## config.mk

```make
export PLATFORM = sky130hd
export DESIGN_NAME = adc_status_regs
export DESIGN_NICKNAME = d
export VERILOG_FILES = /design/src/core/adc_status_regs.v
export VERILOG_INCLUDE_DIRS = /design/src /design/src/core
export SDC_FILE = /design/constraint.sdc
export NUM_CORES = 1
export LEC_CHECK = 0
export BUFFER_PORTS_ARGS = -buffer_cell sky130_fd_sc_hd__buf_2
export CELL_PAD_IN_SITES_DETAIL_PLACEMENT = 1
export CELL_PAD_IN_SITES_GLOBAL_PLACEMENT = 2
export CORE_UTILIZATION = 34
export DETAILED_ROUTE_END_ITERATION = 6
export PLACE_DENSITY = 0.82
export SYNTH_ARGS = -nofsm -noshare
export SYNTH_HDL_FRONTEND = slang
export SYNTH_SLANG_ARGS = --single-unit
```

## constraint.sdc

```tcl
create_clock -name i_core_clk -period 4 [get_ports i_core_clk]
set_input_delay 0.2 -clock i_core_clk [delete_from_list [all_inputs] [get_ports i_core_clk]]
set_output_delay 0.2 -clock i_core_clk [all_outputs]
set_load 0.01 [all_outputs]
```

## src/core/adc_status_defs.vh

```
`ifndef ADC_STATUS_DEFS_VH
`define ADC_STATUS_DEFS_VH

// Register indices; byte address is four times the index
`define IDX_DEVICE_IDENTIFICATION 6'h00
`define IDX_CONVERTER_STATUS      6'h01
`define IDX_MODE_CONFIGURATION    6'h02
`define IDX_IRQ_STATUS            6'h04
`define IDX_IRQ_MASK              6'h05
`define IDX_CH_RESULT_BASE        6'h08

`define RST_CONVERTER_STATUS      16'h0500
`define RST_MODE_CONFIGURATION    16'h0510
`define CHANNEL_TOTAL_VALUE       4'h4

// Status fields
`define ST_LOCK_BIT       15
`define ST_REALIGN_BIT    14
`define ST_REGMAP_BIT     13
`define ST_CRC_ERR_BIT    12
`define ST_CRC_TYPE_BIT   11
`define ST_RESET_BIT      10
`define ST_WSIZE_HI       9
`define ST_WSIZE_LO       8

// Mode fields
`define MD_CRC_TYPE_BIT   11
`define MD_RESET_BIT      10
`define MD_WSIZE_HI       9
`define MD_WSIZE_LO       8

// Interrupt status bits
`define IRQ_REALIGN_BIT   4
`define IRQ_REGMAP_BIT    5
`define IRQ_CRC_ERR_BIT   6
`define IRQ_WIDTH         7

`endif

```

## src/core/adc_status_regs.v

```verilog
`timescale 1ns/10ps
`default_nettype none
`include "adc_status_defs.vh"

module adc_status_regs #(
    parameter        NUM_CH       = 4,                      // Number of converter channels
    parameter        SAMPLE_W     = 32,                     // Width of one stored result
    parameter [3:0]  ID_UPPER     = 4'h5,                   // Arbitrary value, upper id nibble
    parameter [7:0]  ID_REVISION  = 8'hA5                   // Arbitrary value, revision byte
) (
    input  wire                       i_core_clk,           // Core clock, 125 MHz
    input  wire                       i_srst,               // Synchronous reset, active high
    // Wishbone classic slave
    input  wire                       i_wb_cyc,             // Bus cycle
    input  wire                       i_wb_stb,             // Strobe
    input  wire                       i_wb_we,              // Write enable
    input  wire [7:0]                 i_wb_adr,             // Byte address
    input  wire [3:0]                 i_wb_sel,             // Byte lane selects
    input  wire [31:0]                i_wb_dat,             // Write data
    output reg  [31:0]                o_wb_dat,             // Read data
    output reg                        o_wb_ack,             // Acknowledge
    // Converter side
    input  wire                       i_iface_locked,       // Interface lock level
    input  wire                       i_realign_event,      // Resynchronization pulse
    input  wire                       i_regmap_crc_changed, // Register map checksum change pulse
    input  wire                       i_rx_crc_error,       // Input checksum error pulse
    input  wire [NUM_CH-1:0]          i_sample_valid,       // Per-channel new result pulse
    input  wire [NUM_CH*SAMPLE_W-1:0] i_sample_data,        // Per-channel results
    // Outputs
    output reg  [15:0]                o_mode_cfg,           // Mode configuration to the converter
    output reg                        o_irq                 // Interrupt, active high level
);

    localparam [15:0] ID_VALUE = {ID_UPPER, `CHANNEL_TOTAL_VALUE, ID_REVISION};

    reg  [NUM_CH-1:0]          new_sample_reg;
    reg  [NUM_CH-1:0]          new_sample_next;
    reg  [NUM_CH*SAMPLE_W-1:0] result_reg;
    reg                        lock_reg;
    reg                        realign_reg;
    reg                        realign_next;
    reg                        regmap_reg;
    reg                        regmap_next;
    reg                        crc_err_reg;
    reg                        crc_err_next;
    reg                        reset_flag_reg;
    reg                        reset_flag_next;
    reg  [15:0]                mode_reg;
    reg  [15:0]                mode_next;
    reg  [`IRQ_WIDTH-1:0]      irq_stat_reg;
    reg  [`IRQ_WIDTH-1:0]      irq_stat_next;
    reg  [`IRQ_WIDTH-1:0]      irq_mask_reg;
    reg  [`IRQ_WIDTH-1:0]      irq_mask_next;
    reg  [31:0]                rdata_next;
    reg  [15:0]                status_value;
    reg  [NUM_CH-1:0]          result_read;
    reg  [`IRQ_WIDTH-1:0]      irq_events;

    wire                       access;
    wire                       wr_access;
    wire                       rd_access;
    wire [5:0]                 reg_idx;
    wire [5:0]                 ch_ofs;
    wire                       ch_hit;
    wire                       status_read;

    // A held strobe is not taken again while its registered ack stands
    assign access      = i_wb_cyc & i_wb_stb & ~o_wb_ack;
    assign wr_access   = access & i_wb_we;
    assign rd_access   = access & ~i_wb_we;
    assign reg_idx     = i_wb_adr[7:2];
    assign ch_ofs      = reg_idx - `IDX_CH_RESULT_BASE;
    assign ch_hit      = (reg_idx >= `IDX_CH_RESULT_BASE) &&
                         (reg_idx < (`IDX_CH_RESULT_BASE + NUM_CH[5:0]));
    assign status_read = rd_access && (reg_idx == `IDX_CONVERTER_STATUS);

    // Assembled status word; every field is read only
    always @* begin
        status_value                   = 16'h0000;
        status_value[`ST_LOCK_BIT]     = lock_reg;
        status_value[`ST_REALIGN_BIT]  = realign_reg;
        status_value[`ST_REGMAP_BIT]   = regmap_reg;
        status_value[`ST_CRC_ERR_BIT]  = crc_err_reg;
        status_value[`ST_CRC_TYPE_BIT] = mode_reg[`MD_CRC_TYPE_BIT];
        status_value[`ST_RESET_BIT]    = reset_flag_reg;
        status_value[`ST_WSIZE_HI:`ST_WSIZE_LO] =
            mode_reg[`MD_WSIZE_HI:`MD_WSIZE_LO];
        status_value[NUM_CH-1:0]       = new_sample_reg;
    end

    // Which channel result is being read in this access, one-hot
    always @* begin
        result_read = {NUM_CH{1'b0}};
        if (rd_access && ch_hit) begin
            result_read = {{(NUM_CH-1){1'b0}}, 1'b1} << ch_ofs;
        end
    end

    // Per-channel result store, loaded by that channel's new-result pulse
    genvar g;
    generate
        for (g = 0; g < NUM_CH; g = g + 1) begin : g_ch
            always @(posedge i_core_clk) begin
                if (i_srst) begin
                    result_reg[g*SAMPLE_W +: SAMPLE_W] <= {SAMPLE_W{1'b0}};
                end else if (i_sample_valid[g]) begin
                    result_reg[g*SAMPLE_W +: SAMPLE_W] <= i_sample_data[g*SAMPLE_W +: SAMPLE_W];
                end
            end
        end
    endgenerate

    // New-sample flags: a fresh result wins over the clearing read
    always @* begin
        new_sample_next = (new_sample_reg & ~result_read) | i_sample_valid;
    end

    // Sticky event flags: a status read clears them, an event in the same cycle wins
    always @* begin
        realign_next = realign_reg;
        if (status_read) begin
            realign_next = 1'b0;
        end
        if (i_realign_event) begin
            realign_next = 1'b1;
        end
    end

    always @* begin
        regmap_next = regmap_reg;
        if (status_read) begin
            regmap_next = 1'b0;
        end
        if (i_regmap_crc_changed) begin
            regmap_next = 1'b1;
        end
    end

    always @* begin
        crc_err_next = crc_err_reg;
        if (status_read) begin
            crc_err_next = 1'b0;
        end
        if (i_rx_crc_error) begin
            crc_err_next = 1'b1;
        end
    end

    // Mode configuration writes, lane by lane; every bit is stored as written
    always @* begin
        mode_next = mode_reg;
        if (wr_access && (reg_idx == `IDX_MODE_CONFIGURATION)) begin
            if (i_wb_sel[0]) begin
                mode_next[7:0] = i_wb_dat[7:0];
            end
            if (i_wb_sel[1]) begin
                mode_next[15:8] = i_wb_dat[15:8];
            end
        end
    end

    // Reset-occurred flag: only a written zero in the mode reset bit clears it
    always @* begin
        reset_flag_next = reset_flag_reg;
        if (wr_access && (reg_idx == `IDX_MODE_CONFIGURATION) && i_wb_sel[1] &&
            !i_wb_dat[`MD_RESET_BIT]) begin
            reset_flag_next = 1'b0;
        end
    end

    // Interrupt sources, one per event
    always @* begin
        irq_events                   = {`IRQ_WIDTH{1'b0}};
        irq_events[NUM_CH-1:0]       = i_sample_valid;
        irq_events[`IRQ_REALIGN_BIT] = i_realign_event;
        irq_events[`IRQ_REGMAP_BIT]  = i_regmap_crc_changed;
        irq_events[`IRQ_CRC_ERR_BIT] = i_rx_crc_error;
    end

    // Interrupt status: write one to clear; a new event in the same cycle wins
    always @* begin
        irq_stat_next = irq_stat_reg;
        if (wr_access && i_wb_sel[0] && (reg_idx == `IDX_IRQ_STATUS)) begin
            irq_stat_next = irq_stat_reg & ~i_wb_dat[`IRQ_WIDTH-1:0];
        end
        irq_stat_next = irq_stat_next | irq_events;
    end

    // Interrupt mask, same layout as the status
    always @* begin
        irq_mask_next = irq_mask_reg;
        if (wr_access && i_wb_sel[0] && (reg_idx == `IDX_IRQ_MASK)) begin
            irq_mask_next = i_wb_dat[`IRQ_WIDTH-1:0];
        end
    end

    // Read data multiplexer; unmapped indices read zero
    always @* begin
        rdata_next = 32'h0000_0000;
        case (reg_idx)
            `IDX_DEVICE_IDENTIFICATION: begin
                rdata_next[15:0] = ID_VALUE;
            end
            `IDX_CONVERTER_STATUS: begin
                rdata_next[15:0] = status_value;
            end
            `IDX_MODE_CONFIGURATION: begin
                rdata_next[15:0] = mode_reg;
            end
            `IDX_IRQ_STATUS: begin
                rdata_next[`IRQ_WIDTH-1:0] = irq_stat_reg;
            end
            `IDX_IRQ_MASK: begin
                rdata_next[`IRQ_WIDTH-1:0] = irq_mask_reg;
            end
            default: begin
                rdata_next = 32'h0000_0000;
            end
        endcase
        if ((reg_idx >= `IDX_CH_RESULT_BASE) &&
            (reg_idx < (`IDX_CH_RESULT_BASE + NUM_CH[5:0]))) begin
            rdata_next = 32'h0000_0000;
            rdata_next[SAMPLE_W-1:0] =
                result_reg[(reg_idx - `IDX_CH_RESULT_BASE) * SAMPLE_W +: SAMPLE_W];
        end
    end

    // New-sample flags
    always @(posedge i_core_clk) begin
        if (i_srst) begin
            new_sample_reg <= {NUM_CH{1'b0}};
        end else begin
            new_sample_reg <= new_sample_next;
        end
    end

    // Interface lock, one cycle behind its input
    always @(posedge i_core_clk) begin
        if (i_srst) begin
            lock_reg <= 1'b0;
        end else begin
            lock_reg <= i_iface_locked;
        end
    end

    // Resynchronization flag
    always @(posedge i_core_clk) begin
        if (i_srst) begin
            realign_reg <= 1'b0;
        end else begin
            realign_reg <= realign_next;
        end
    end

    // Register map checksum change flag
    always @(posedge i_core_clk) begin
        if (i_srst) begin
            regmap_reg <= 1'b0;
        end else begin
            regmap_reg <= regmap_next;
        end
    end

    // Input checksum error flag
    always @(posedge i_core_clk) begin
        if (i_srst) begin
            crc_err_reg <= 1'b0;
        end else begin
            crc_err_reg <= crc_err_next;
        end
    end

    // Reset-occurred flag, set only by reset
    always @(posedge i_core_clk) begin
        if (i_srst) begin
            reset_flag_reg <= 1'b1;
        end else begin
            reset_flag_reg <= reset_flag_next;
        end
    end

    // Mode configuration register
    always @(posedge i_core_clk) begin
        if (i_srst) begin
            mode_reg <= `RST_MODE_CONFIGURATION;
        end else begin
            mode_reg <= mode_next;
        end
    end

    // Interrupt status
    always @(posedge i_core_clk) begin
        if (i_srst) begin
            irq_stat_reg <= {`IRQ_WIDTH{1'b0}};
        end else begin
            irq_stat_reg <= irq_stat_next;
        end
    end

    // Interrupt mask
    always @(posedge i_core_clk) begin
        if (i_srst) begin
            irq_mask_reg <= {`IRQ_WIDTH{1'b0}};
        end else begin
            irq_mask_reg <= irq_mask_next;
        end
    end

    // Bus acknowledge, one cycle per taken request
    always @(posedge i_core_clk) begin
        if (i_srst) begin
            o_wb_ack <= 1'b0;
        end else begin
            o_wb_ack <= access;
        end
    end

    // Read data, held until the next read is taken
    always @(posedge i_core_clk) begin
        if (i_srst) begin
            o_wb_dat <= 32'h0000_0000;
        end else if (rd_access) begin
            o_wb_dat <= rdata_next;
        end
    end

    // Mode configuration to the converter, equal to the readback value
    always @(posedge i_core_clk) begin
        if (i_srst) begin
            o_mode_cfg <= `RST_MODE_CONFIGURATION;
        end else begin
            o_mode_cfg <= mode_next;
        end
    end

    // Interrupt level from next status and mask, so it leaves a flip-flop in step
    always @(posedge i_core_clk) begin
        if (i_srst) begin
            o_irq <= 1'b0;
        end else begin
            o_irq <= |(irq_stat_next & irq_mask_next);
        end
    end

endmodule // adc_status_regs
`default_nettype wire

```

==> summary.md <==
| Metric | Value |
|---|---|
| Run status | `finished clean` |
| Post-CTS setup-driven buffer insertion count | `0` |
| Routed wire length | `about 29 mm` |
| Number of cells on the worst reg-to-reg path | `5` |
| Number of antenna violations at the first check in global routing | `2` |
| Vias per cell | `5.01` |
| Worst Clk Skew | `between 10 and 15 ps` |
| Top library cells by usage in the layout, fill and taps aside | `213 x sky130_fd_sc_hd__buf_2, 201 x sky130_fd_sc_hd__dfxtp_1, 181 x sky130_fd_sc_hd__nor2_1` |
| RSZ-0062 raised after global routing | `false` |
| Final ANT Viol Nets | `0` |
| Worst hold slack | `roughly 28 ps` |
| CP delay by family, top | `compound AO/OA/AOI/OAI gates` |
| Synthesized instance count | `781` |
| Power Density | `412 nW/um^2` |
| Count of state elements after synthesis | `201` |
| Post-synthesis instance area | `8260 um^2` |
| Sequential element share of the synthesized area | `0.487` |
| Post-cts repair resize count | `0` |
| Number of levels the H-tree was split into | `1` |
| Number of port buffers | `roughly 210` |
| Number of different library cells in the post-synthesis netlist | `46` |
| Area contributors post-synth | `sky130_fd_sc_hd__dfxtp_1 49%, sky130_fd_sc_hd__mux2i_1 17%, sky130_fd_sc_hd__mux4_2 8.7%` |
| HPWL reported at the end of detailed placement | `16.8 mm` |
| End-of-flow core utilization | `0.499` |
| Total core area | `23700 um^2` |
| Register-to-register path setup slack | `1810 ps` |
| 1st-pass router iterations | `5` |
| Crit Reg-Reg Startpoint | `o_wb_ack` |
| End of the worst register-to-register path | `o_wb_dat[8]` |
| WHS Path Cells | `4` |
| CTS tree | `yes` |
| Worst slew margin | `0.309` |
| Routed wire per std cell | `19.6 um` |
| CTS Buffer Depth | `3` |
| Number of warning messages in the yosys log | `0` |
| Slew at the pin closest to its max-slew limit | `1040 ps` |
| Arr. time, crit path | `2610 ps` |
| DRC violation count after routing | `0` |
| Initial Utilization | `0.349` |
| Placed cell areas | `9560 um^2` |
| Synth Flop Type | `sky130_fd_sc_hd__dfxtp_1` |
| Synth Net Count | `967` |
| CP startpoint kind | `register` |
| DRC violation total after the first TritonRoute iteration | `~280` |
| Total global routing overflow | `0` |
| Vias in the first global route | `roughly 8000` |
| Proportion of register bits with asynchronous set or reset after synthesis | `0` |
| Width of the chip | `158 um` |
| Clock-pin slew on the worst setup and hold paths | `60 ps` |
| Worst Min Path Start | `i_wb_dat[8]` |
| Die outline height | `~160 um` |
| Most repeated library cell on the critical path | `sky130_fd_sc_hd__a21oi_1` |
| Cell Rows | `56` |
| I/O pin cnt | `roughly 240` |
| Destination of the worst hold path | `o_mode_cfg[8]` |
| Peak supply drop | `about 0.27 mV` |
| Worst-path maximum fanout | `37` |
| Time the worst path needs with I/O delays and setup | `2190 ps` |
| Final hold violation count | `0` |
| Stages on the worst setup path | `5` |
| Mean instance size in the synthesized netlist | `approximately 11 um^2` |
| Layout filler cell count | `2662` |
| Synth top area share | `0.487` |
| First-pass GRT wire length | `between 40 and 50 mm` |
| Via count | `roughly 7300` |
| Commonest non-fill, non-tap cell in the layout | `sky130_fd_sc_hd__buf_2` |
| Finish-stage setup viols | `0` |
| Cell accounting for the most synthesized area | `sky130_fd_sc_hd__dfxtp_1` |
| Largest net degree at the start of global routing | `roughly 120` |
| Total of max-cap violations | `0` |
| Cell type of the slowest stage on the worst timing path | `sky130_fd_sc_hd__a21oi_1` |
| Crit path cell chain | `nand4bb_2, buf_4, a21oi_1, o211ai_1, a21oi_1` |
| Data required time at the worst endpoint | `roughly 4400 ps` |
| Total Die Area | `roughly 25000 um^2` |
| Skew-Pair Late Insertion Delay | `500 ps` |
| Leakage power | `5.39 nW` |
| Capturing element type of the critical path | `register` |
| Hold Path Class | `in2reg` |
| Post-synthesis to final-layout area growth | `43.0%` |
| Max reg flops | `approximately 130` |
| Gp weighted congestion | `0.785` |
| CTS Root Buffer Type | `sky130_fd_sc_hd__clkbuf_16` |
| Aggregate global-route resource usage | `0.228` |
| Buffers and inverters on the worst path | `1` |
| Total non-filler cell area in the finished layout | `about 12000 um^2` |
| Slowest stage delay, CP | `between 800 and 900 ps` |
| Nets | `between 1000 and 1500` |
| Total clock sinks | `about 200` |
| Number of pins exceeding their max-slew limit in the final report | `0` |
| Achievable clock frequency | `456 MHz` |
| Number of buffers inserted during clock tree synthesis | `23` |
| Post-route fraction of the period consumed by the critical path | `0.548` |
| Crit path kind | `reg2reg` |
| Number of flops mapped to enable cells by yosys | `0` |
| Setup_tns | `0 ps` |
| Hold buffer count at cts | `between 100 and 150` |
| Fraction of layout instances using a drive strength above 1 | `0.271` |
[synthesized netlist by cell type (2+ instances only)]
cell,number
sky130_fd_sc_hd__dfxtp_1,201
sky130_fd_sc_hd__nor2_1,181
sky130_fd_sc_hd__mux2i_1,142
sky130_fd_sc_hd__clkbuf_1,46
sky130_fd_sc_hd__mux4_2,32
sky130_fd_sc_hd__a22oi_1,30
sky130_fd_sc_hd__a21oi_1,20
sky130_fd_sc_hd__nor2b_1,14
sky130_fd_sc_hd__buf_2,11
sky130_fd_sc_hd__inv_1,11
sky130_fd_sc_hd__a222oi_1,7
sky130_fd_sc_hd__a22o_1,7
sky130_fd_sc_hd__a31oi_1,6
sky130_fd_sc_hd__mux2_2,6
sky130_fd_sc_hd__a221o_1,5
sky130_fd_sc_hd__o21ai_0,5
sky130_fd_sc_hd__and2_1,4
sky130_fd_sc_hd__nand2_1,4
sky130_fd_sc_hd__nand2b_1,4
sky130_fd_sc_hd__nand3_1,4
sky130_fd_sc_hd__nor3_1,4
sky130_fd_sc_hd__a211o_1,3
sky130_fd_sc_hd__nand4_1,3
sky130_fd_sc_hd__o211ai_1,3
sky130_fd_sc_hd__a21o_1,2
sky130_fd_sc_hd__a221oi_1,2
sky130_fd_sc_hd__and3_1,2
sky130_fd_sc_hd__buf_1,2
sky130_fd_sc_hd__buf_6,2
sky130_fd_sc_hd__o21ai_1,2
[layer usage]
metal,vias up,track usage,wire (um)
li1,3433,-,-
met4,0,0.0791,862
met3,54,0.0457,1470
met1,3583,0.275,12000
met2,198,0.401,14200
met5,-,0,0
[final cells by class]
class                           instances  area (um^2)  area share
Inverter                               11         41.3     0.00350
Tap cell                              319          399      0.0338
Multi-Input combinational cell        507         3940       0.333
Timing Repair Buffer                  371         2640       0.223
Clock buffer                           29          638      0.0540
Sequential cell                       201         4020       0.341
Clock inverter                         12          135      0.0114
Antenna cell                            2         5.00    0.000424
[stage by stage]
stage | std cells | total power, mW | setup slack (ps)
after floorplan | 781 | 2.43 | 2310
after global placement | 1262 | 2.59 | 1780
after detailed placement | 1262 | 2.61 | 1800
after CTS | 1450 | 4.91 | 1790
after global routing | 1452 | 5.07 | 1620
final | 1452 | 4.87 | 1810
[worst reg2reg max path, stage by stage (launching register included)]
cell                        delay (ps)
sky130_fd_sc_hd__dfxtp_1           320
sky130_fd_sc_hd__nand4bb_2         230
sky130_fd_sc_hd__buf_4             300
sky130_fd_sc_hd__a21oi_1           880
sky130_fd_sc_hd__o211ai_1          220
sky130_fd_sc_hd__a21oi_1           170
[how the worst max path moves through the flow]
stage	slack (ps)	from	end
floorplan	2310	o_wb_ack	o_irq
global placement	1780	o_wb_ack	o_wb_dat[8]
detailed placement	1800	o_wb_ack	o_wb_dat[8]
CTS	1790	o_wb_ack	o_wb_dat[8]
global route	1620	o_wb_ack	o_wb_dat[8]
finish	1810	o_wb_ack	o_wb_dat[8]
[logic make-up (layout without fill, tap and decap cells)]
group,count (synthesis),in the layout,synth area share
simple gates,228,228,0.119
compound gates,98,98,0.0874
other cells,0,2,0
fa+ha+maj,1,1,0.00151
mux,180,180,0.267
flops,201,201,0.487
buf+inv,73,423,0.0371
[power breakdown]
group,switching (mW),leakage (nW),internal (mW)
sequential,0.0487,1.65,2.09
combinational,0.255,3.35,0.298
clock,0.857,0.392,1.32
total,1.16,5.39,3.71
No activity file was read; power rests on OpenSTA's default activity.
